$ cat src/ufc_pkg.sv
/*
 * Package for the UART FIFO control block: register offsets, field
 * positions, reset values and trigger level decodes.
 * Assumes a plain strobed register port with 8-bit data.
 */
package ufc_pkg;
    // Register offsets (byte index on the register port)
    localparam logic [3:0] OFS_FIFO_CTRL = 4'h0;
    localparam logic [3:0] OFS_RX_LVL = 4'h1;
    localparam logic [3:0] OFS_TX_LVL = 4'h2;
    localparam logic [3:0] OFS_FLOW_LO = 4'h3;
    localparam logic [3:0] OFS_FLOW_HI = 4'h4;
    localparam logic [3:0] OFS_IRQ_STAT = 4'h5;
    localparam logic [3:0] OFS_IRQ_MASK = 4'h6;
    localparam logic [3:0] OFS_STATUS = 4'h7;
    // Fifo control fields
    localparam int FC_ENABLE = 0;
    localparam int FC_RX_RST = 1;
    localparam int FC_TX_RST = 2;
    localparam int FC_TX_LVL_LO = 4;
    localparam int FC_RX_LVL_LO = 6;
    // Interrupt status bits
    localparam int IRQ_RX_READY = 0;
    localparam int IRQ_TX_EMPTY = 1;
    // Reset values
    localparam logic [7:0] FIFO_CTRL_RST = 8'h00;
    localparam logic [7:0] LVL_RST = 8'h00;
    localparam logic [1:0] IRQ_MASK_RST = 2'h0;
    // Trigger levels in 32-byte mode
    localparam logic [7:0] RX_TRIG_0 = 8'h08;
    localparam logic [7:0] RX_TRIG_1 = 8'h10;
    localparam logic [7:0] RX_TRIG_2 = 8'h18;
    localparam logic [7:0] RX_TRIG_3 = 8'h1c;
    localparam logic [7:0] TX_TRIG_0 = 8'h10;
    localparam logic [7:0] TX_TRIG_1 = 8'h08;
    localparam logic [7:0] TX_TRIG_2 = 8'h18;
    localparam logic [7:0] TX_TRIG_3 = 8'h1e;
endpackage : ufc_pkg
$ cat src/ufc_fifo_ctrl.sv
/*
 * UART FIFO control: enable, self-clearing flushes, trigger levels and
 * the receive-ready / transmit-empty interrupts.
 * Assumes the FIFO counts come from logic on the same clock and that the
 * tx holding write and status read strobes are one-cycle pulses.
 */
// Function
// Bit 0 enables both FIFOs together.
// Bit 1 flushes receive FIFO, self-clears.
// Bit 2 flushes transmit FIFO, self-clears.
// Enable and reset bits default to zero.
// Bits 7:6 pick receive threshold, raise ready.
// Receive decode: 8, 16, 24, 28 bytes.
// Bits 5:4 pick transmit threshold, empty irq.
// Transmit decode: 16, 8, 24, 30 bytes.
// Nonzero level registers override 2-bit fields.
// Receive ready drops below threshold at once.
// Transmit empty clears on status read, write.
// Flush finishes within one clock cycle.
// Reserved bit 3 has no effect.
module ufc_fifo_ctrl #(
    parameter int CNT_W = 8
) (
    input wire logic MCLK_I,
    input wire logic RST_I,
    input wire logic [3:0] ADDR_I,
    input wire logic [7:0] WDATA_I,
    input wire logic WR_I,
    input wire logic RD_I,
    output logic [7:0] RDATA_O,
    input wire logic [CNT_W-1:0] RX_COUNT_I,
    input wire logic [CNT_W-1:0] TX_COUNT_I,
    input wire logic TX_HOLD_WR_I,
    output logic FIFO_EN_O,
    output logic RX_FLUSH_O,
    output logic TX_FLUSH_O,
    output logic [7:0] RX_TRIG_O,
    output logic [7:0] TX_TRIG_O,
    output logic RX_READY_IRQ_O,
    output logic TX_EMPTY_IRQ_O,
    output logic IRQ_O
);

    // Counts must hold the deepest 32-byte threshold and fit 8 bits
    if (CNT_W < 5 || CNT_W > 8) begin : g_cnt_w_check
        $error("CNT_W must be 5 to 8");
    end

    ////////////////////////////////////////////////////////////////////
    // Decode helpers
    function automatic logic [7:0] rx_decode(input logic [1:0] sel);
        unique case (sel)
            2'h0: rx_decode = ufc_pkg::RX_TRIG_0;
            2'h1: rx_decode = ufc_pkg::RX_TRIG_1;
            2'h2: rx_decode = ufc_pkg::RX_TRIG_2;
            2'h3: rx_decode = ufc_pkg::RX_TRIG_3;
        endcase
    endfunction

    function automatic logic [7:0] tx_decode(input logic [1:0] sel);
        unique case (sel)
            2'h0: tx_decode = ufc_pkg::TX_TRIG_0;
            2'h1: tx_decode = ufc_pkg::TX_TRIG_1;
            2'h2: tx_decode = ufc_pkg::TX_TRIG_2;
            2'h3: tx_decode = ufc_pkg::TX_TRIG_3;
        endcase
    endfunction

    function automatic logic hit(input logic [3:0] a, input logic [3:0] o);
        hit = (a == o);
    endfunction

    logic [7:0] fifo_ctrl_q;
    logic [7:0] rx_lvl_q;
    logic [7:0] tx_lvl_q;
    logic [7:0] flow_lo_q;
    logic [7:0] flow_hi_q;
    logic [1:0] irq_stat_q;
    logic [1:0] irq_mask_q;
    logic rx_flush_q;
    logic tx_flush_q;
    logic [7:0] rdata_q;
    logic tx_empty_prev_q;
    logic [7:0] rx_trig;
    logic [7:0] tx_trig;
    logic override;
    logic [7:0] rx_cnt;
    logic [7:0] tx_cnt;
    logic rx_ready;
    logic tx_below;
    logic wr_fc;
    logic rd_stat;

    assign wr_fc = WR_I && hit(ADDR_I, ufc_pkg::OFS_FIFO_CTRL);
    assign rd_stat = RD_I && hit(ADDR_I, ufc_pkg::OFS_IRQ_STAT);
    assign rx_cnt = 8'(RX_COUNT_I);
    assign tx_cnt = 8'(TX_COUNT_I);

    ////////////////////////////////////////////////////////////////////
    // Fifo control register; flush bits never stored so they read 0
    // zero at reset
    always_ff @(posedge MCLK_I or posedge RST_I) begin
        if (RST_I) begin
            fifo_ctrl_q <= ufc_pkg::FIFO_CTRL_RST;
        end else if (wr_fc) begin
            // reserved bit 3 dropped
            fifo_ctrl_q <= {WDATA_I[7:4], 4'h0} | {7'h00, WDATA_I[0]};
        end
    end

    // Level registers written by software
    always_ff @(posedge MCLK_I or posedge RST_I) begin
        if (RST_I) begin
            rx_lvl_q <= ufc_pkg::LVL_RST;
            tx_lvl_q <= ufc_pkg::LVL_RST;
            flow_lo_q <= ufc_pkg::LVL_RST;
            flow_hi_q <= ufc_pkg::LVL_RST;
        end else if (WR_I) begin
            if (hit(ADDR_I, ufc_pkg::OFS_RX_LVL)) begin
                rx_lvl_q <= WDATA_I;
            end
            if (hit(ADDR_I, ufc_pkg::OFS_TX_LVL)) begin
                tx_lvl_q <= WDATA_I;
            end
            if (hit(ADDR_I, ufc_pkg::OFS_FLOW_LO)) begin
                flow_lo_q <= WDATA_I;
            end
            if (hit(ADDR_I, ufc_pkg::OFS_FLOW_HI)) begin
                flow_hi_q <= WDATA_I;
            end
        end
    end

    ////////////////////////////////////////////////////////////////////
    // Flush pulses, one cycle after the write
    // receive flush pulse
    // transmit flush pulse
    // done in one cycle
    always_ff @(posedge MCLK_I or posedge RST_I) begin
        if (RST_I) begin
            rx_flush_q <= 1'b0;
            tx_flush_q <= 1'b0;
        end else begin
            rx_flush_q <= wr_fc && WDATA_I[ufc_pkg::FC_RX_RST];
            tx_flush_q <= wr_fc && WDATA_I[ufc_pkg::FC_TX_RST];
        end
    end

    ////////////////////////////////////////////////////////////////////
    // Threshold selection
    // override by level registers
    assign override = |{rx_lvl_q, tx_lvl_q, flow_lo_q, flow_hi_q};
    // receive decode
    // transmit decode
    always_comb begin
        if (override) begin
            rx_trig = rx_lvl_q;
            tx_trig = tx_lvl_q;
        end else begin
            rx_trig = rx_decode(fifo_ctrl_q[ufc_pkg::FC_RX_LVL_LO +: 2]);
            tx_trig = tx_decode(fifo_ctrl_q[ufc_pkg::FC_TX_LVL_LO +: 2]);
        end
    end

    // single enable for both
    assign FIFO_EN_O = fifo_ctrl_q[ufc_pkg::FC_ENABLE];
    assign RX_FLUSH_O = rx_flush_q;
    assign TX_FLUSH_O = tx_flush_q;
    assign RX_TRIG_O = rx_trig;
    assign TX_TRIG_O = tx_trig;

    ////////////////////////////////////////////////////////////////////
    // Receive ready is a level: follows the count with no latch
    // reached threshold
    // withdrawn below threshold
    assign rx_ready = FIFO_EN_O && (rx_cnt >= rx_trig);
    assign RX_READY_IRQ_O = rx_ready;

    // Transmit empty is an event on falling below threshold
    // below threshold
    assign tx_below = FIFO_EN_O && (tx_cnt < tx_trig);

    always_ff @(posedge MCLK_I or posedge RST_I) begin
        if (RST_I) begin
            tx_empty_prev_q <= 1'b0;
        end else begin
            tx_empty_prev_q <= tx_below;
        end
    end

    // Status bit 0 mirrors rx ready; bit 1 sticky, set wins over clear
    // cleared by read or write
    always_ff @(posedge MCLK_I or posedge RST_I) begin
        if (RST_I) begin
            irq_stat_q <= 2'h0;
        end else begin
            irq_stat_q[ufc_pkg::IRQ_RX_READY] <= rx_ready;
            if (tx_below && !tx_empty_prev_q) begin
                irq_stat_q[ufc_pkg::IRQ_TX_EMPTY] <= 1'b1;
            end else if (rd_stat || TX_HOLD_WR_I ||
                (WR_I && hit(ADDR_I, ufc_pkg::OFS_IRQ_STAT) &&
                 WDATA_I[ufc_pkg::IRQ_TX_EMPTY])) begin
                irq_stat_q[ufc_pkg::IRQ_TX_EMPTY] <= 1'b0;
            end
        end
    end
    assign TX_EMPTY_IRQ_O = irq_stat_q[ufc_pkg::IRQ_TX_EMPTY];

    // Mask register
    always_ff @(posedge MCLK_I or posedge RST_I) begin
        if (RST_I) begin
            irq_mask_q <= ufc_pkg::IRQ_MASK_RST;
        end else if (WR_I && hit(ADDR_I, ufc_pkg::OFS_IRQ_MASK)) begin
            irq_mask_q <= WDATA_I[1:0];
        end
    end

    // Level interrupt; rx bit read directly so it drops at once
    assign IRQ_O = |({irq_stat_q[1], rx_ready} & irq_mask_q);

    ////////////////////////////////////////////////////////////////////
    // Read port, data one cycle after the strobe
    always_ff @(posedge MCLK_I or posedge RST_I) begin
        if (RST_I) begin
            rdata_q <= 8'h00;
        end else if (RD_I) begin
            unique case (ADDR_I)
                ufc_pkg::OFS_FIFO_CTRL: rdata_q <= fifo_ctrl_q;
                ufc_pkg::OFS_RX_LVL: rdata_q <= rx_lvl_q;
                ufc_pkg::OFS_TX_LVL: rdata_q <= tx_lvl_q;
                ufc_pkg::OFS_FLOW_LO: rdata_q <= flow_lo_q;
                ufc_pkg::OFS_FLOW_HI: rdata_q <= flow_hi_q;
                ufc_pkg::OFS_IRQ_STAT:
                    rdata_q <= {6'h00, irq_stat_q[1], rx_ready};
                ufc_pkg::OFS_IRQ_MASK: rdata_q <= {6'h00, irq_mask_q};
                ufc_pkg::OFS_STATUS: rdata_q <= {7'h00, override};
                default: rdata_q <= 8'h00;
            endcase
        end else begin
            rdata_q <= 8'h00;
        end
    end
    assign RDATA_O = rdata_q;
endmodule // ufc_fifo_ctrl

$ cat config.mk
export PLATFORM = sky130hd
export DESIGN_NAME = ufc_fifo_ctrl
export DESIGN_NICKNAME = d
export VERILOG_FILES = /design/src/ufc_pkg.sv /design/src/ufc_fifo_ctrl.sv
export SDC_FILE = /design/constraint.sdc
export NUM_CORES = 1
export LEC_CHECK = 0
export CAP_MARGIN = 20
export CORE_MARGIN = 2
export CORE_UTILIZATION = 40
export CTS_CLUSTER_DIAMETER = 150
export DETAILED_ROUTE_END_ITERATION = 12
export DONT_BUFFER_PORTS = 1
export GPL_ROUTABILITY_DRIVEN = 0
export PLACE_DENSITY_LB_ADDON = 0.1
export SKIP_LAST_GASP = 1
export SLEW_MARGIN = 5
export SYNTH_ARGS = -nofsm -noshare
export SYNTH_HDL_FRONTEND = slang
export SYNTH_SLANG_ARGS = --single-unit
$ cat constraint.sdc
create_clock -name MCLK_I -period 3.7 [get_ports MCLK_I]
set_clock_uncertainty 0.15 [all_clocks]
set_input_delay 0.74 -clock MCLK_I [delete_from_list [all_inputs] [get_ports MCLK_I]]
set_output_delay 0.74 -clock MCLK_I [all_outputs]
set_load 0.02 [all_outputs]
* Word level (Yosys, flattened, before mapping)
Cells that the tools add are included.
Storage, ports and cells: register bits after elaboration 54, bits of input ports 33, output and inout bits 30, word-level logic and storage cells 59
Cells by class: magnitude comparators 2, equal/unequal tests 13, multiplexer cells 8, bitwise gates (word level) 2, reductions and logical operators 23
Operator list (count):
- $pmux W8 S4 | 2
- $pmux W8 S8 | 1
- $reduce_or A32 Y1 | 1
- $mux W8 | 3
- $eq A4 B3 Y1 const B | 4
- $logic_and A1 B1 Y1 | 10
- $eq A2 B2 Y1 const B | 4
- $eq A4 B2 Y1 const B | 2
- $ge A8 B8 Y1 | 1
- $lt A8 B8 Y1 | 1
- $or A8 B1 Y8 | 1
- $reduce_and A2 Y1 | 4
- $eq A2 B1 Y1 const B | 2
- $eq A4 B1 Y1 const B | 1
- $logic_not A2 Y1 | 2
- $logic_not A4 Y1 | 1
- $and A2 B2 Y2 | 1
- $logic_or A1 B1 Y1 | 2
- $mux W1 | 2
- $reduce_bool A2 Y1 | 1
- $reduce_or A2 Y1 | 1
- $logic_not A1 Y1 | 1

* Logic depth before layout (Yosys ltp)
depth after elaboration 7, gate-level depth with buffers 11, depth with buffers taken out 11

* Least setup slack after synthesis
No wires, ideal clock.
kind register to output, start point register tx_lvl_q[0], end point output port IRQ_O, arrival time 2.283 ns, data required time 2.810 ns, slack 0.527 ns, cell stages (with the launch flop) 12, path buffers 0, path through dfrtp_1 -> nor4_1 -> nand4_1 -> nor2_4 -> o21ai_1 -> nor2b_1 -> ha_1 -> o21ai_0 -> nor2_1 -> a21oi_2 -> o21ai_2 -> a22o_1
On the way: longest elaborated chain between the ends 6
RTL lines:
- start: declaration | line ufc_fifo_ctrl.sv:75 | logic [7:0] tx_lvl_q;
- start signal: assignment | line ufc_fifo_ctrl.sv:115 | tx_lvl_q <= ufc_pkg::LVL_RST;
- $reduce_or A32 Y1 | line ufc_fifo_ctrl.sv:152 | assign override = |{rx_lvl_q, tx_lvl_q, flow_lo_q, flow_hi_q};
- $mux W8 | line ufc_fifo_ctrl.sv:156 | if (override) begin
- $ge A8 B8 Y1 | line ufc_fifo_ctrl.sv:176 | assign rx_ready = FIFO_EN_O && (rx_cnt >= rx_trig);
- $logic_and A1 B1 Y1 | line ufc_fifo_ctrl.sv:176
- net RX_READY_IRQ_O | line ufc_fifo_ctrl.sv:39 | output logic RX_READY_IRQ_O,
- $and A2 B2 Y2 | line ufc_fifo_ctrl.sv:219 | assign IRQ_O = |({irq_stat_q[1], rx_ready} & irq_mask_q);
- $reduce_or A2 Y1 | line ufc_fifo_ctrl.sv:219
- end: declaration | line ufc_fifo_ctrl.sv:41 | output logic IRQ_O
The timed path passes the listed nets, and every way through them passes these cells.

* Final worst setup path
start point register flow_lo_q[0], end point output port IRQ_O
On the way: longest elaborated chain between the ends 6
RTL lines:
- start: declaration | line ufc_fifo_ctrl.sv:76 | logic [7:0] flow_lo_q;
- start signal: assignment | line ufc_fifo_ctrl.sv:116 | flow_lo_q <= ufc_pkg::LVL_RST;
- $reduce_or A32 Y1 | line ufc_fifo_ctrl.sv:152
- $mux W8 | line ufc_fifo_ctrl.sv:156
- $ge A8 B8 Y1 | line ufc_fifo_ctrl.sv:176
- $logic_and A1 B1 Y1 | line ufc_fifo_ctrl.sv:176
- $and A2 B2 Y2 | line ufc_fifo_ctrl.sv:219
- $reduce_or A2 Y1 | line ufc_fifo_ctrl.sv:219
No other way between the ends.

==> results.py <==
metrics = {
    "worst_setup_path": {
        "r2r_slack_ns": 0.80,
        "r2r_end": "irq_stat_q[1]$_DFFE_PP0P_",
        "crit_arrival_ns": 2.65,
        "critPathMaxFanout": 4,
        "path_class": "reg2out",
        "worstSetupEndpointType": "output pin",
        "worstSetupStartpointType": "register",
        "timing.rr.start": "flow_lo_q[0]$_DFFE_PP0P_",
        "crit_path_start": "flow_lo_q[0]$_DFFE_PP0P_",
        "reg2reg_depth": 11,
        "crit_required_ns": 2.81,
    },
    "grt": {
        "grt_pass1_wl_um": 11500,
        "grtUsageTotal": 0.200,
        "grt_max_degree": 39,
        "grt_overflow_total": 0,
        "first_global_vias": 1985,
        "antenna_found_initial": 0,
    },
    "cells_and_area": {
        "fin_area_um2": 3160,
        "drive_above_1_share": 0.219,
        "final_cells": 343,
        "multi_input_area_um2": 1480,
        "antenna_cells": 0,
        "syn_to_final_growth_pct": 12.8,
        "register_area_um2": 1280,
        "n_fill_cell": 618,
        "nNetsFinal": 294,
    },
    "cts": {
        "cts_tree": "built",
        "clk_path_buf_depth": 2,
        "htree_levels": 2,
        "cts-hold-fix-buffers": 0,
        "cts.sinks": 51,
        "cts_root_buf": "clkbuf_8",
        "cts_made_buffers": 5,
        "clk_pin_slew_ns": 0.10,
        "clk_latency_ns": 0.32,
    },
    "logic_synthesis": {
        "synth_top_area_share": 0.455,
        "synth.avg_cell_area_um2": 11.7,
        "synth_area_um2": 2810,
        "syn_nets": 287,
        "synth_cell_types": 42,
        "synthFlopType": "dfrtp_1",
        "synth_area_leaders": "dfrtp_1 45%, mux2_1 15%, ha_1 6.7%",
        "synth_edf_count": 0,
        "yosysMostFrequentCell": "dfrtp_1",
        "synth_seq_area_share": 0.455,
        "netlist_instances": 239,
        "synthArstFlopShare": 1.00,
        "ys_top_cells_by_count": "51 x dfrtp_1, 37 x mux2_1, 15 x ha_1, 15 x inv_1, 12 x a21oi_1",
        "synth_top_cell_by_area": "dfrtp_1",
        "synth_warnings": 0,
        "yosys_register_bits": 51,
    },
    "timing": {
        "drv_slew": 0,
        "relSlewSlack": 0.450,
        "rsz0062_at_grt": "no",
        "min_period_ns": 3.54,
        "worstMarginPinSlew_ns": 0.824,
        "finalCritPeriodShare": 0.957,
        "fmax_ghz": 0.282,
        "hold_viol": 0,
        "fin_tns_setup_ns": 0,
        "final-setup-viol-count": 0,
    },
    "routing": {
        "firstDrtPassIters": 5,
        "num_vias": 1927,
        "drc": 0,
        "drtIter0Drc": 86,
        "avgRoutedWirePerCell_um": 21.5,
        "drt_wl_total_um": 7360,
        "ant_nets": 0,
        "post_drt_via_cell_ratio": 5.62,
    },
    "outcome": {
        "status": "complete, no violations",
    },
    "floorplanning": {
        "die_h_um": 87.8,
        "ios": 63,
        "start_util": 0.413,
        "fp.dieW_um": 87.8,
        "fp-row-count": 30,
        "core_um2": 6790,
        "dieArea_um2": 7700,
    },
    "placement": {
        "port_buffers": 0,
        "placed_area_um2": 2940,
        "dp_hpwl_um": 5500,
        "dp_cells": 332,
    },
    "pwr": {
        "p_per_area_nw_per_um2": 528,
        "p_leak_nw": 1.39,
        "vdd_ir_drop_max_uv": 316,
    },
    "run": {
        "cap_violations": 0,
    },
    "hold_path": {
        "hold_path.class": "in2async",
    },
}
[flip-flops by register name (all words and copies together) (netlist names)]
name and flops:
RDATA_O 8, flow_hi_q 8, flow_lo_q 8, rx_lvl_q 8
tx_lvl_q 8, fifo_ctrl_q 5, irq_mask_q 2, RX_FLUSH_O 1
TX_FLUSH_O 1, irq_stat_q 1, tx_empty_prev_q 1
[what timing repair did]
| item | CTS | global route |
|---|---|---|
| setup endpoints to repair | 2 | 1 |
| resized for setup | 3 | 11 |
| buffers inserted | 1 | 2 |
| pin swaps | 1 | 7 |
| cloned | 0 | 0 |
[layer usage]
| metal | track usage | wire, um | up-vias |
|---|---|---|---|
| li1 | - | - | 894 |
| met1 | 0.270 | 3250 | 964 |
| met2 | 0.326 | 3570 | 59 |
| met3 | 0.0452 | 459 | 10 |
| met4 | 0.0503 | 80 | 0 |
| met5 | 0 | 0 | - |
[worst max path at each step]
stage / endpoint / slack, ns / depth (start not counted)
after floorplan: IRQ_O / 0.53 / 11
after global placement: IRQ_O / 0.24 / 9
after detailed placement: IRQ_O / 0.23 / 9
after CTS: IRQ_O / 0.04 / 9
after global routing: IRQ_O / 0.008 / 9
final: IRQ_O / 0.16 / 9
[cell families (layout without fill, tap and decap cells)]
| group | after synthesis | count (layout) | synth area share |
|---|---|---|---|
| multiplexers | 44 | 44 | 0.174 |
| flip-flops | 51 | 51 | 0.455 |
| AND/OR/NAND/NOR | 56 | 56 | 0.149 |
| adder cells (fa/ha/maj) | 15 | 15 | 0.0669 |
| buffers and inverters | 30 | 38 | 0.0473 |
| AO/OA/AOI/OAI | 43 | 43 | 0.108 |
[critical path, stage by stage (launching register included)]
cell and delay, ns:
dfrtp_1 0.42, nor4_2 0.34, nand4_1 0.19, nor2_4 0.17, a21oi_1 0.10, ha_2 0.19
a2111o_1 0.40, a21oi_2 0.18, o21ai_2 0.09, a22o_4 0.25
[where the power goes]
| group | switching [W] | internal [W] |
|---|---|---|
| clock network | 0.000199 | 0.000223 |
| logic | 0.000242 | 0.000200 |
| registers | 0.000142 | 0.000666 |
| total | 0.000583 | 0.00109 |
[final cells by class]
cell class              count  area share
clock buffers               6      0.0261
flip-flops and latches     51       0.404
clock inverters             2      0.0123
inverters                  15      0.0178
repair buffers             15      0.0356
multi-input cells         158       0.467
well taps                  96      0.0380
[metrics by stage]
stage                     worst slack (ns)   util  power (W)  hold slack, ns
final                                0.160  0.466    0.00167           0.297
after global routing               0.00783  0.466    0.00176           0.328
after CTS                           0.0420  0.455    0.00165           0.301
after detailed placement             0.231  0.433    0.00122           0.288
after global placement               0.240  0.433    0.00121           0.271
after floorplan                      0.527      -    0.00109           0.258
[cell usage in the layout, fill, tap and decap left out, drive strengths merged, types with 2 or more instances in the layout]
master / synthesis / final
nand4: 3 / 3
nor2b: 4 / 4
nand2: 7 / 7
inv: 15 / 16
a222oi: 4 / 4
ha: 15 / 15
nor4: 10 / 10
mux2: 39 / 39
clkbuf: 10 / 6
a21oi: 13 / 13
dfrtp: 51 / 51
buf: 5 / 15
nand2b: 11 / 11
o21ai: 5 / 5
nor3: 10 / 10
and3: 2 / 2
a31oi: 3 / 3
a21o: 2 / 2
a22oi: 9 / 9
mux2i: 5 / 5
nor2: 7 / 7
Note: power is estimated with default switching activity, not from simulation.
